<file path="src/core/tcp_pkg.sv">
// constants, register map and field layout of the timer/counter block
// assumes one 40 MHz clock and an Avalon-MM register master
//
// How it works
// - clock source select clear: count once per instruction cycle without prescaler
// - a write to the count register holds off counting for two instruction cycles
// - clock source select set: count external edges, edge select picks rising or falling
// - prescaler assign clear gives prescaler to timer, set gives it to watchdog
// - timer-side prescale ratio spans 1:2 to 1:256 in powers of two
// - prescaler count is never visible or writable from software
// - wrap of the count register from FFh to 00h sets the overflow flag
// - overflow interrupt forwarded only while the overflow interrupt enable is set
// - counting stops during sleep, so overflow cannot wake the core
// - prescaler output, or raw external input, sampled in phase two and phase four
// - count increments three to seven oscillator periods after an external edge
// - exactly one 8-bit prescaler, shared exclusively by timer or watchdog
// - writing the count register with prescaler on timer zeroes the prescaler
// - watchdog clear instruction zeroes prescaler and watchdog when assigned there
package tcp_pkg;
    // register byte addresses (word aligned)
    localparam logic [3:0] TCP_ADDR_COUNT   = 4'h0;
    localparam logic [3:0] TCP_ADDR_OPTION  = 4'h4;
    localparam logic [3:0] TCP_ADDR_IRQCTL  = 4'h8;
    localparam logic [3:0] TCP_ADDR_STATUS  = 4'hC;
    localparam int         TCP_ADDR_W       = 4;
    // option register fields
    localparam int TCP_OPT_CS    = 5;
    localparam int TCP_OPT_SE    = 4;
    localparam int TCP_OPT_PSA   = 3;
    localparam int TCP_OPT_PS_LO = 0;
    localparam int TCP_PS_W      = 3;
    localparam logic [7:0] TCP_OPTION_RST = 8'hFF;
    // interrupt control fields
    localparam int TCP_IRQ_EN    = 5;
    localparam int TCP_IRQ_FLAG  = 2;
    // status fields
    localparam int TCP_ST_ASLEEP = 0;
    localparam int TCP_ST_WDOG   = 1;
    // phase clock: four oscillator periods make one instruction cycle
    localparam int TCP_PHASES      = 4;
    localparam logic [1:0] TCP_PH_TWO  = 2'h1;
    localparam logic [1:0] TCP_PH_FOUR = 2'h3;
    // write inhibit length in instruction cycles
    localparam logic [1:0] TCP_WR_INHIBIT = 2'h2;
    localparam logic [7:0] TCP_ZERO8 = 8'h00;
    localparam logic [7:0] TCP_FULL8 = 8'hFF;

    // prescaler bit that makes the divided output for a given ratio field
    function automatic logic [2:0] tcp_tap(input logic [TCP_PS_W-1:0] ps);
        return ps;
    endfunction
endpackage

</file>
<file path="src/core/tcp_prescaler.sv">
// the single 8-bit prescaler shared between timer and watchdog
// assumes the caller supplies one-cycle advance and clear pulses
`timescale 1ns/100ps
module tcp_prescaler
    import tcp_pkg::*;
#(
    parameter int WIDTH = 8
)
(
    // clock and reset
    input  wire logic                mclk_in,
    input  wire logic                reset_in,
    // control
    input  wire logic                advance_in,
    input  wire logic                clear_in,
    input  wire logic [TCP_PS_W-1:0] ratio_in,
    // divided output as a level
    output logic                     tap_out,
    output logic [WIDTH-1:0]         count_out
);
    logic [WIDTH-1:0] count_reg;

    // clear beats advance so a write always starts from zero
    always_ff @(posedge mclk_in or posedge reset_in)
    begin
        if (reset_in)
            count_reg <= '0;
        else if (clear_in)
            count_reg <= '0;
        else if (advance_in)
            count_reg <= count_reg + 1'b1;
    end

    // bit n toggles at input/2^(n+1), so its edges mark the ratio
    assign tap_out   = count_reg[tcp_tap(ratio_in)];
    assign count_out = count_reg;
endmodule

</file>
<file path="src/core/tcp_timer.sv">
// top of the timer/counter with shared prescaler, Avalon-MM slave
// assumes synchronous pin inputs and a 40 MHz oscillator clock
//
// The address map and the Avalon-MM interface to the registers were left to the implementer.
`timescale 1ns/100ps
module tcp_timer
    import tcp_pkg::*;
(
    // clock and reset
    input  wire logic        mclk_in,
    input  wire logic        reset_in,
    // avalon-mm slave
    input  wire logic [3:0]  avs_address_in,
    input  wire logic        avs_read_in,
    input  wire logic        avs_write_in,
    input  wire logic [31:0] avs_writedata_in,
    input  wire logic [3:0]  avs_byteenable_in,
    output logic [31:0]      avs_readdata_out,
    output logic             avs_waitrequest_out,
    // core side
    input  wire logic        external_count_input_in,
    input  wire logic        sleep_in,
    input  wire logic        watchdog_clear_instr_in,
    input  wire logic        watchdog_tick_in,
    output logic             watchdog_clear_out,
    output logic             watchdog_timeout_out,
    output logic             irq_out
);
    logic [7:0]  count_register_reg;
    logic [7:0]  option_reg;
    logic        overflow_flag_reg;
    logic        overflow_irq_enable_reg;
    logic [1:0]  phase_reg;
    logic [1:0]  inhibit_reg;
    logic        waitreq_reg;
    logic [31:0] rdata_reg;
    logic        sample_ph2_reg;
    logic        sample_ph4_reg;
    logic        tap_prev_reg;
    logic        wd_clear_reg;
    logic        wd_to_reg;
    logic        irq_reg;
    logic        ext_prev_reg;

    logic        clock_source_select;
    logic        source_edge_select;
    logic        prescaler_assign;
    logic [2:0]  prescale_ratio;
    logic        wr_access;
    logic        rd_access;
    logic        wr_count;
    logic        cycle_end;
    logic        ext_edge;
    logic        raw_event;
    logic        psc_advance;
    logic        psc_clear;
    logic        psc_tap;
    logic        tap_rise;
    logic        sync_rise;
    logic        timer_inc;
    logic        wrap;
    logic [7:0]  psc_count;

    assign clock_source_select = option_reg[TCP_OPT_CS];
    assign source_edge_select  = option_reg[TCP_OPT_SE];
    assign prescaler_assign    = option_reg[TCP_OPT_PSA];
    assign prescale_ratio      = option_reg[TCP_OPT_PS_LO +: TCP_PS_W];

    // a write lands only at the edge where the master sees waitrequest low;
    // read data is captured one edge earlier so it stands at that edge
    assign wr_access = avs_write_in && !waitreq_reg;
    assign rd_access = avs_read_in && waitreq_reg;
    assign wr_count  = wr_access && avs_address_in == TCP_ADDR_COUNT && avs_byteenable_in[0];

    // bus handshake: waitrequest drops for exactly one cycle per request,
    // kept as its own flip-flop so the output carries no logic
    always_ff @(posedge mclk_in or posedge reset_in)
    begin
        if (reset_in)
            waitreq_reg <= 1'b1;
        else
            waitreq_reg <= !((avs_read_in || avs_write_in) && waitreq_reg);
    end

    assign avs_waitrequest_out = waitreq_reg;

    // read mux; prescaler count is deliberately not mapped
    always_ff @(posedge mclk_in or posedge reset_in)
    begin
        if (reset_in)
            rdata_reg <= '0;
        else if (rd_access)
        begin
            case (avs_address_in)
                TCP_ADDR_COUNT:  rdata_reg <= {24'h000000, count_register_reg};
                TCP_ADDR_OPTION: rdata_reg <= {24'h000000, option_reg};
                TCP_ADDR_IRQCTL: rdata_reg <= {24'h000000, 2'h0, overflow_irq_enable_reg,
                                               2'h0, overflow_flag_reg, 2'h0};
                TCP_ADDR_STATUS: rdata_reg <= {30'h00000000, prescaler_assign, sleep_in};
                default:         rdata_reg <= 32'h00000000;
            endcase
        end
    end

    assign avs_readdata_out = rdata_reg;

    // option register
    always_ff @(posedge mclk_in or posedge reset_in)
    begin
        if (reset_in)
            option_reg <= TCP_OPTION_RST;
        else if (wr_access && avs_address_in == TCP_ADDR_OPTION && avs_byteenable_in[0])
            option_reg <= avs_writedata_in[7:0];
    end

    // phase counter: four oscillator phases per instruction cycle
    always_ff @(posedge mclk_in or posedge reset_in)
    begin
        if (reset_in)
            phase_reg <= 2'h0;
        else
            phase_reg <= phase_reg + 2'h1;
    end

    assign cycle_end = phase_reg == TCP_PH_FOUR;

    // edge detect on external pin, polarity chosen by edge select
    always_ff @(posedge mclk_in or posedge reset_in)
    begin
        if (reset_in)
            ext_prev_reg <= 1'b0;
        else
            ext_prev_reg <= external_count_input_in;
    end

    assign ext_edge = source_edge_select ? (ext_prev_reg && !external_count_input_in)
                                         : (!ext_prev_reg && external_count_input_in);

    // event into the prescaler: instruction cycle or external edge; none in sleep
    assign raw_event   = clock_source_select ? ext_edge : cycle_end;
    assign psc_advance = raw_event && !prescaler_assign && !sleep_in;
    assign psc_clear   = (wr_count && !prescaler_assign)
                      || (watchdog_clear_instr_in && prescaler_assign);

    tcp_prescaler #(
        .WIDTH (8)
    ) u_prescaler (
        .mclk_in    (mclk_in),
        .reset_in   (reset_in),
        .advance_in (psc_advance || (prescaler_assign && watchdog_tick_in)),
        .clear_in   (psc_clear),
        .ratio_in   (prescale_ratio),
        .tap_out    (psc_tap),
        .count_out  (psc_count)
    );

    // a falling tap bit marks one divided period
    always_ff @(posedge mclk_in or posedge reset_in)
    begin
        if (reset_in)
            tap_prev_reg <= 1'b0;
        else
            tap_prev_reg <= psc_tap;
    end

    assign tap_rise = tap_prev_reg && !psc_tap && !psc_clear;

    // synchroniser: source level sampled in phase two and again in phase four
    // without prescaler in counter mode the raw pin is what gets sampled
    always_ff @(posedge mclk_in or posedge reset_in)
    begin
        if (reset_in)
        begin
            sample_ph2_reg <= 1'b0;
            sample_ph4_reg <= 1'b0;
        end
        else
        begin
            if (phase_reg == TCP_PH_TWO)
                sample_ph2_reg <= prescaler_assign ? (external_count_input_in ^ source_edge_select)
                                                   : psc_tap;
            if (cycle_end)
            begin
                sample_ph4_reg <= sample_ph2_reg;
            end
        end
    end

    // increment on the phase-four edge that first takes the new level, 3..6 phases
    // after a raw pin edge, 4..7 through the prescaler; waiting one more instruction cycle would overshoot 7
    assign sync_rise = cycle_end && sample_ph2_reg && !sample_ph4_reg;

    // timer mode without prescaler counts each instruction cycle directly
    always_comb
    begin
        timer_inc = 1'b0;
        if (!sleep_in)
        begin
            if (clock_source_select)
                timer_inc = prescaler_assign ? sync_rise : (sync_rise && 1'b1);
            else
                timer_inc = prescaler_assign ? cycle_end : tap_rise;
        end
    end

    // write inhibit counts down two instruction cycles after a count write
    always_ff @(posedge mclk_in or posedge reset_in)
    begin
        if (reset_in)
            inhibit_reg <= 2'h0;
        else if (wr_count)
            inhibit_reg <= TCP_WR_INHIBIT;
        else if (cycle_end && inhibit_reg != 2'h0)
            inhibit_reg <= inhibit_reg - 2'h1;
    end

    // a count write in the same cycle wins, so no wrap is reported then
    assign wrap = timer_inc && !wr_count && inhibit_reg == 2'h0 && count_register_reg == TCP_FULL8;

    // count register: write wins, otherwise increment
    always_ff @(posedge mclk_in or posedge reset_in)
    begin
        if (reset_in)
            count_register_reg <= TCP_ZERO8;
        else if (wr_count)
            count_register_reg <= avs_writedata_in[7:0];
        else if (timer_inc && inhibit_reg == 2'h0)
            count_register_reg <= count_register_reg + 8'h01;
    end

    // overflow flag: set beats a software clear in the same cycle
    always_ff @(posedge mclk_in or posedge reset_in)
    begin
        if (reset_in)
        begin
            overflow_flag_reg       <= 1'b0;
            overflow_irq_enable_reg <= 1'b0;
        end
        else
        begin
            if (wrap)
                overflow_flag_reg <= 1'b1;
            else if (wr_access && avs_address_in == TCP_ADDR_IRQCTL && avs_byteenable_in[0])
                overflow_flag_reg <= avs_writedata_in[TCP_IRQ_FLAG];
            if (wr_access && avs_address_in == TCP_ADDR_IRQCTL && avs_byteenable_in[0])
                overflow_irq_enable_reg <= avs_writedata_in[TCP_IRQ_EN];
        end
    end

    // interrupt level, registered so the output comes from a flip-flop
    always_ff @(posedge mclk_in or posedge reset_in)
    begin
        if (reset_in)
            irq_reg <= 1'b0;
        else
            irq_reg <= overflow_flag_reg && overflow_irq_enable_reg;
    end

    assign irq_out = irq_reg;

    // watchdog side: clear pulse and postscaled timeout when prescaler is theirs
    always_ff @(posedge mclk_in or posedge reset_in)
    begin
        if (reset_in)
        begin
            wd_clear_reg <= 1'b0;
            wd_to_reg    <= 1'b0;
        end
        else
        begin
            wd_clear_reg <= watchdog_clear_instr_in;
            wd_to_reg    <= prescaler_assign ? (watchdog_tick_in && psc_count == TCP_FULL8)
                                             : watchdog_tick_in;
        end
    end

    assign watchdog_clear_out   = wd_clear_reg;
    assign watchdog_timeout_out = wd_to_reg;
endmodule

</file>
<file path="config.mk">
export PLATFORM = sky130hd
export DESIGN_NAME = tcp_timer
export DESIGN_NICKNAME = d
export VERILOG_FILES = /design/src/core/tcp_pkg.sv /design/src/core/tcp_prescaler.sv /design/src/core/tcp_timer.sv
export SDC_FILE = /design/constraint.sdc
export NUM_CORES = 1
export LEC_CHECK = 0
export BUFFER_PORTS_ARGS = -buffer_cell sky130_fd_sc_hd__buf_2
export CAP_MARGIN = 40
export CORE_MARGIN = 3
export CORE_UTILIZATION = 43
export CTS_CLUSTER_DIAMETER = 120
export DETAILED_ROUTE_END_ITERATION = 16
export GPL_TIMING_DRIVEN = 0
export PLACE_DENSITY = 0.7
export SLEW_MARGIN = 20
export SYNTH_ARGS = -nofsm -noshare
export SYNTH_HDL_FRONTEND = slang
export SYNTH_SLANG_ARGS = --single-unit
</file>
<file path="constraint.sdc">
create_clock -name mclk_in -period 2.87 [get_ports mclk_in]
set_clock_uncertainty 0.1 [all_clocks]
set_input_delay 0.1435 -clock mclk_in [delete_from_list [all_inputs] [get_ports mclk_in]]
set_output_delay 0.1435 -clock mclk_in [all_outputs]
set_load 0.05 [all_outputs]
</file>
==> reports/results.txt, run 1 <==
area delta synth->final = 21.41%
Lkg Pwr = 0.001504 uW
Worst EP arrival = 2350 ps
met1 Use GR = 0.2087
Die X = 83.16 um
post-DP HPWL = 4038 um
Post-synth ARST share = 1.000
grt ovf = 0
Synth Cell Area = 2560 um^2
layout cells sized above 1 = 0.2783
Post-Synthesis Cells = 253
Row Count = 27
sequential cell area = 1162 um^2
Slew @ Worst Pin = 657.3 ps
switching power = 698.8 uW
initial antenna violation count = 0
Yosys reg bits = 46
detailed-route via count = 1973
TritonCTS Buffers = 5
crit end category = flip-flop
nature of the critical path startpoint = flip-flop
Final Setup Violations = 0
top fanout value on the critical path = 10
antenna diode count = 0
Final Hold Fails = 0
multi-input logic area = 1227 um^2
most common library cell in the layout ignoring fill and taps = dfrtp_1
Slew Viols, Final = 0
Final nets = 379
RSZ-0062 raised after global routing = no
M2 GR Usage = 0.2675
MaxCap Viol Count = 0
critical path type = flip-flop to flip-flop
dpl ws = 626.4 ps
post-synthesis average cell area = 10.12 um^2
core area = 5642 um^2
commonest non-fill, non-tap cells in the layout = 37 x dfrtp_1, 33 x buf_2, 26 x buf_4
initial DRC count = 103
Max VDD drop = 0.0002747 V
vias in the first global route = 1934
Fmax = 0.4419 GHz
io pins = 84
Via density = 4.945
Die H = 83.16 um
Fillers = 522
worst path required time = 2960 ps
fin crit share = 0.7885
DRT Pass-1 Iters = 4
gr busiest metal = met2
Sequential Power Share = 0.475
slew margin rel. = 0.5618
Remaining DRCs = 0
worst hold path class = primary input to flip-flop
Seq/Total Area, Yosys = 0.4541
post-DR wirelength/cell = 13.47 um
antenna-violating nets left = 0
cell-internal power = 1234 uW
first-pass GRT wire length = 9197 um
status = complete, no violations
Clock power frac = 0.210
setup_tns = 0 ps
Worst-Skew Late Latency = 300 ps
largest net degree at the start of global routing = 30
final wirelength = 5374 um
CTS tree = built
CTS H-tree depth = 2
Post-CTS Setup Inserts = 0
Global Route Usage Sum = 0.1619
PD cells = 621.9 nW/um^2
YS warnings = 0
Initial Util = 0.4538
CTS clk-pin slew, worst paths = 80 ps
GP Congestion = 0.7942
Period minus WS final = 2263 ps
CTS root buf = clkbuf_8
Switching Share = 0.3615
EDFF count, synth = 0
Sink Count = 46
top_reg_cell synth = dfrtp_1
Setup WS post-layout = 606.9 ps
Logic pwr share = 0.315
clock buffer depth = 2
Distinct cells, synth = 44
Die ar. = 6916 um^2
IO Port Bufs = 32
GRT met3 Usage = 0.03472
[per-layer routing]
metal,vias to the layer above,part of all wire
met4,0,0.016
met5,-,0
met3,7,0.055
met1,916,0.44
met2,57,0.49
li1,993,-
[final cells by class]
| cell class | instances | area share |
|---|---|---|
| Buffer | 31 | 0.07166 |
| Clock buffer | 7 | 0.02778 |
| Clock inverter | 1 | 0.001610 |
| Inverter | 9 | 0.01087 |
| Multi-Input combinational cell | 190 | 0.3949 |
| Sequential cell | 46 | 0.3740 |
| Tap cell | 72 | 0.02899 |
| Timing Repair Buffer | 43 | 0.09018 |
[cells by family (layout without fill, tap and decap cells)]
family / count (synthesis) / after routing / share of synthesized area
simple gates: 86 / 86 / 0.1779
flops: 46 / 46 / 0.4541
compound gates: 40 / 40 / 0.1046
buf+inv: 40 / 91 / 0.1002
mux: 26 / 26 / 0.1065
xor+xnor: 9 / 9 / 0.03079
fa+ha+maj: 5 / 5 / 0.02444
other cells: 1 / 24 / 0.001465
[worst paths after layout]
check                                                    end  cells past startpoint                       from  slack (ps)
min reg2reg                           phase_reg[0]$_DFF_PP0_                      1     phase_reg[0]$_DFF_PP0_         360
max in group asynchronous          option_reg[5]$_DFFE_PP1P_                      4                   reset_in        1830
max reg2reg                count_register_reg[4]$_DFFE_PP0P_                      8  option_reg[0]$_DFFE_PP1P_         610
max                        count_register_reg[4]$_DFFE_PP0P_                      8  option_reg[0]$_DFFE_PP1P_         610
min                        count_register_reg[5]$_DFFE_PP0P_                      2        avs_writedata_in[5]           6
min in group asynchronous    avs_readdata_out[3]$_DFFE_PP0P_                      3                   reset_in         270
[stage by stage]
step                power [uW]  instances    util  hold slack [ps]  area [um^2]
floorplan                 1373        276       -            74.93         2646
global placement          1492        380  0.5134            174.1         2897
detailed placement        1526        381  0.5170            56.62         2917
CTS                       1945        399  0.5509            1.542         3108
global route              2068        399  0.5509            5.418         3108
finish                    1933        399  0.5509            6.181         3108
[worst max-delay path, cell delays in order (launching register included)]
cell	delay, ps
dfstp_2	520
buf_2	170
mux2i_1	210
nand3b_1	90
nand4_1	180
a22oi_1	160
buf_6	180
o311a_1	290
a211o_1	260
[power by group through the flow]
stage               Combinational, uW  Clock (uW)  Sequential (uW)
floorplan                         445           0              928
global placement                  575           0              917
detailed placement                597           0              929
CTS                               612         418              915
global route                      686         446              935
finish                            609         407              917
[timing repair]
action,CTS,global route
endpoints found under the hold margin,24,0
hold buffers,10,0
resized for setup,0,0
[cells in the mapped netlist, types with 5 or more instances]
library cell,n,area [um^2]
a21oi_1,5,25.02
buf_4,26,195.2
dfrtp_1,37,925.9
dfstp_2,9,236.5
ha_1,5,62.56
inv_1,9,33.78
mux2_2,10,112.6
mux2i_1,16,160.2
nand2_1,25,93.84
nand3_1,12,60.06
nor2_1,12,45.04
nor3_1,6,30.03
o21ai_0,16,80.08
or3_1,7,43.79
xnor2_1,5,43.79
No activity file was read; power rests on OpenSTA's default activity.
==> run 2, diff against run 1 <==
--- a/config.mk
+++ b/config.mk
@@ -12,7 +12,7 @@
 export CTS_CLUSTER_DIAMETER = 120
 export DETAILED_ROUTE_END_ITERATION = 16
 export GPL_TIMING_DRIVEN = 0
-export PLACE_DENSITY = 0.7
+export PLACE_DENSITY = 0.72
 export SLEW_MARGIN = 20
 export SYNTH_ARGS = -nofsm -noshare
 export SYNTH_HDL_FRONTEND = slang
==> constraint.sdc (replaced) <==
create_clock -name mclk_in -period 1.87 [get_ports mclk_in]
set_clock_uncertainty 0.1 [all_clocks]
set_input_delay 0.0935 -clock mclk_in [delete_from_list [all_inputs] [get_ports mclk_in]]
set_output_delay 0.0935 -clock mclk_in [all_outputs]
set_load 0.05 [all_outputs]
==> run 2 against run 1 <==
  * Clock power increased by 87%
  * Worst setup slack got worse by 790 ps
  * Count of clock-buffer cells in the layout unchanged
  * The flow now finishes with violations (negative setup slack)
  * Total power increased by 67%
  * Critical path type unchanged
  * Maximum frequency increased by 10%
  * Sequential power increased by 55%
  * Via count increased by 6.1%
  * Flip-flop and latch count unchanged
  * Global-route usage increased by 0.78 points
  * Routed wire length increased by 6.3%
  * Critical endpoint is now count_register_reg[7]$_DFFE_PP0P_
==> reports/results.txt, run 2 (synthesis results as in run 1) <==
Logic pwr share = 0.327
Setup WS post-layout = -187.3 ps
Post-DP Area = 2959 um^2
Final Cell Area = 3386 um^2
Final Hold Fails = 0
io pins = 84
DRT Pass-1 Iters = 4
RSZ-0062 raised after global routing = yes
Switching Share = 0.3500
FF-to-FF setup slack = -190 ps
nature of the critical path startpoint = flip-flop
core area = 5642 um^2
Initial Util = 0.4538
crit path max-delay cell type = dfstp_4
multi-input logic area = 1331 um^2
final wirelength = 5713 um
Sequential Power Share = 0.438
fin crit share = 1.100
Die X = 83.16 um
Global Route Usage Sum = 0.1696
critical path type = flip-flop to flip-flop
PD cells = 955.0 nW/um^2
initial DRC count = 87
CTS tree = built
commonest non-fill, non-tap cells in the layout = 37 x dfrtp_1, 34 x buf_4, 33 x buf_2
post-DP HPWL = 3929 um
top fanout value on the critical path = 9
GP Congestion = 0.7939
failing checks = negative setup slack
initial antenna violation count = 0
Row Count = 27
CTS H-tree depth = 2
detailed-route via count = 2093
Fillers = 491
grt ovf = 0
Sink Count = 46
Worst EP arrival = 2140 ps
Slew Viols, Final = 0
clock buffer depth = 2
sequential cell area = 1166 um^2
switching power = 1132 uW
CTS root buf = clkbuf_8
CTS clk-pin slew, worst paths = 80 ps
critical-path cell list = nor4b_4 -> nand2_2 -> or3_4 -> buf_8 -> nand3_1 -> nand2_1 -> a211o_1
Fmax = 0.4861 GHz
vias in the first global route = 2100
Max VDD drop = 0.0004234 V
status = finished, violations left
slew margin rel. = 0.5539
first-pass GRT wire length = 9873 um
post-DR wirelength/cell = 13.80 um
Final Setup Violations = 15
CP bufs+invs = 1
largest net degree at the start of global routing = 36
TritonCTS Buffers = 5
max incr delay on CP = 490 ps
layout cells sized above 1 = 0.3363
Via density = 5.056
CP delay by family, top = simple AND/OR/NAND/NOR gates
Die ar. = 6916 um^2
Period minus WS final = 2057 ps
Clock power frac = 0.235
Worst-Skew Late Latency = 290 ps
MaxCap Viol Count = 0
Final nets = 394
Remaining DRCs = 0
Die H = 83.16 um
crit end category = flip-flop
final core occ = 0.6001
cell-internal power = 2102 uW
Slew @ Worst Pin = 669.1 ps
antenna diode count = 0
antenna-violating nets left = 0
area delta synth->final = 32.26%
IO Port Bufs = 32
Lkg Pwr = 0.001627 uW
worst path required time = 1950 ps
most common library cell in the layout ignoring fill and taps = dfrtp_1
worst hold path class = primary input to flip-flop
==> run 2: layout make-up <==
class	instances	share of cell area
Clock buffer	7	0.02550
Tap cell	72	0.02661
Clock inverter	1	0.008869
Sequential cell	46	0.3444
Buffer	30	0.06800
Inverter	9	0.009978
Multi-Input combinational cell	190	0.3932
Timing Repair Buffer	59	0.1234
==> run 2: timing repair <==
action,CTS,global route
endpoints found under the hold margin,58,0
cloned,1,0
resized for setup,15,9
hold buffers,14,0
setup endpoints to repair,30,22
setup buffers,13,1
pin swaps,14,8
==> run 2: power by group through the flow <==
| stage | clock network [uW] | registers [uW] | logic, uW |
|---|---|---|---|
| after detailed placement | 0 | 1420 | 929 |
| after CTS | 782 | 1410 | 1080 |
| after global routing | 828 | 1440 | 1170 |
| after global placement | 0 | 1410 | 896 |
| after floorplan | 0 | 1430 | 695 |
| final | 761 | 1420 | 1060 |
==> run 2: worst reg2reg max path, cell delays in order, from the launching register on <==
cell and delay [ps]:
dfstp_4 490, nor4b_4 300, nand2_2 120, or3_4 380, buf_8 160, nand3_1 80, nand2_1 60, a211o_1 260
==> run 2: final timing paths <==
check / from / end / depth (start not counted)
min in group asynchronous: reset_in / u_prescaler.count_out[2]$_DFFE_PP0P_ / 3
setup reg to reg: avs_waitrequest_out$_DFF_PP1_ / count_register_reg[7]$_DFFE_PP0P_ / 7
setup / recovery: avs_waitrequest_out$_DFF_PP1_ / count_register_reg[7]$_DFFE_PP0P_ / 7
hold reg to reg: avs_readdata_out[7]$_DFFE_PP0P_ / avs_readdata_out[7]$_DFFE_PP0P_ / 2
max in group asynchronous: reset_in / option_reg[1]$_DFFE_PP1P_ / 4
hold / removal: avs_address_in[0] / avs_readdata_out[1]$_DFFE_PP0P_ / 3
==> run 2: metrics by stage <==
stage | power, uW | cells | hold WS, ps | setup slack [ps] | TNS [ps]
2_1_floorplan | 2125 | 276 | 24.93 | -65.40 | -151.5
3_3_place_gp | 2307 | 380 | 123.7 | -252.8 | -1842
3_5_place_dp | 2349 | 381 | -50.19 | -293.3 | -2312
4_1_cts | 3267 | 415 | 94.45 | -161.8 | -1414
5_1_grt | 3447 | 414 | 111.6 | -274.3 | -3277
6_report | 3233 | 414 | 106.9 | -187.3 | -1583
==> run 2: routing by layer <==
layer  global-route usage  part of all wire  up-vias
met2               0.2879              0.49       73
met1               0.2233              0.45      991
li1                     -                 -     1020
met4              0.06538             0.016        0
met3              0.01587             0.046        9
met5                    0                 0        -
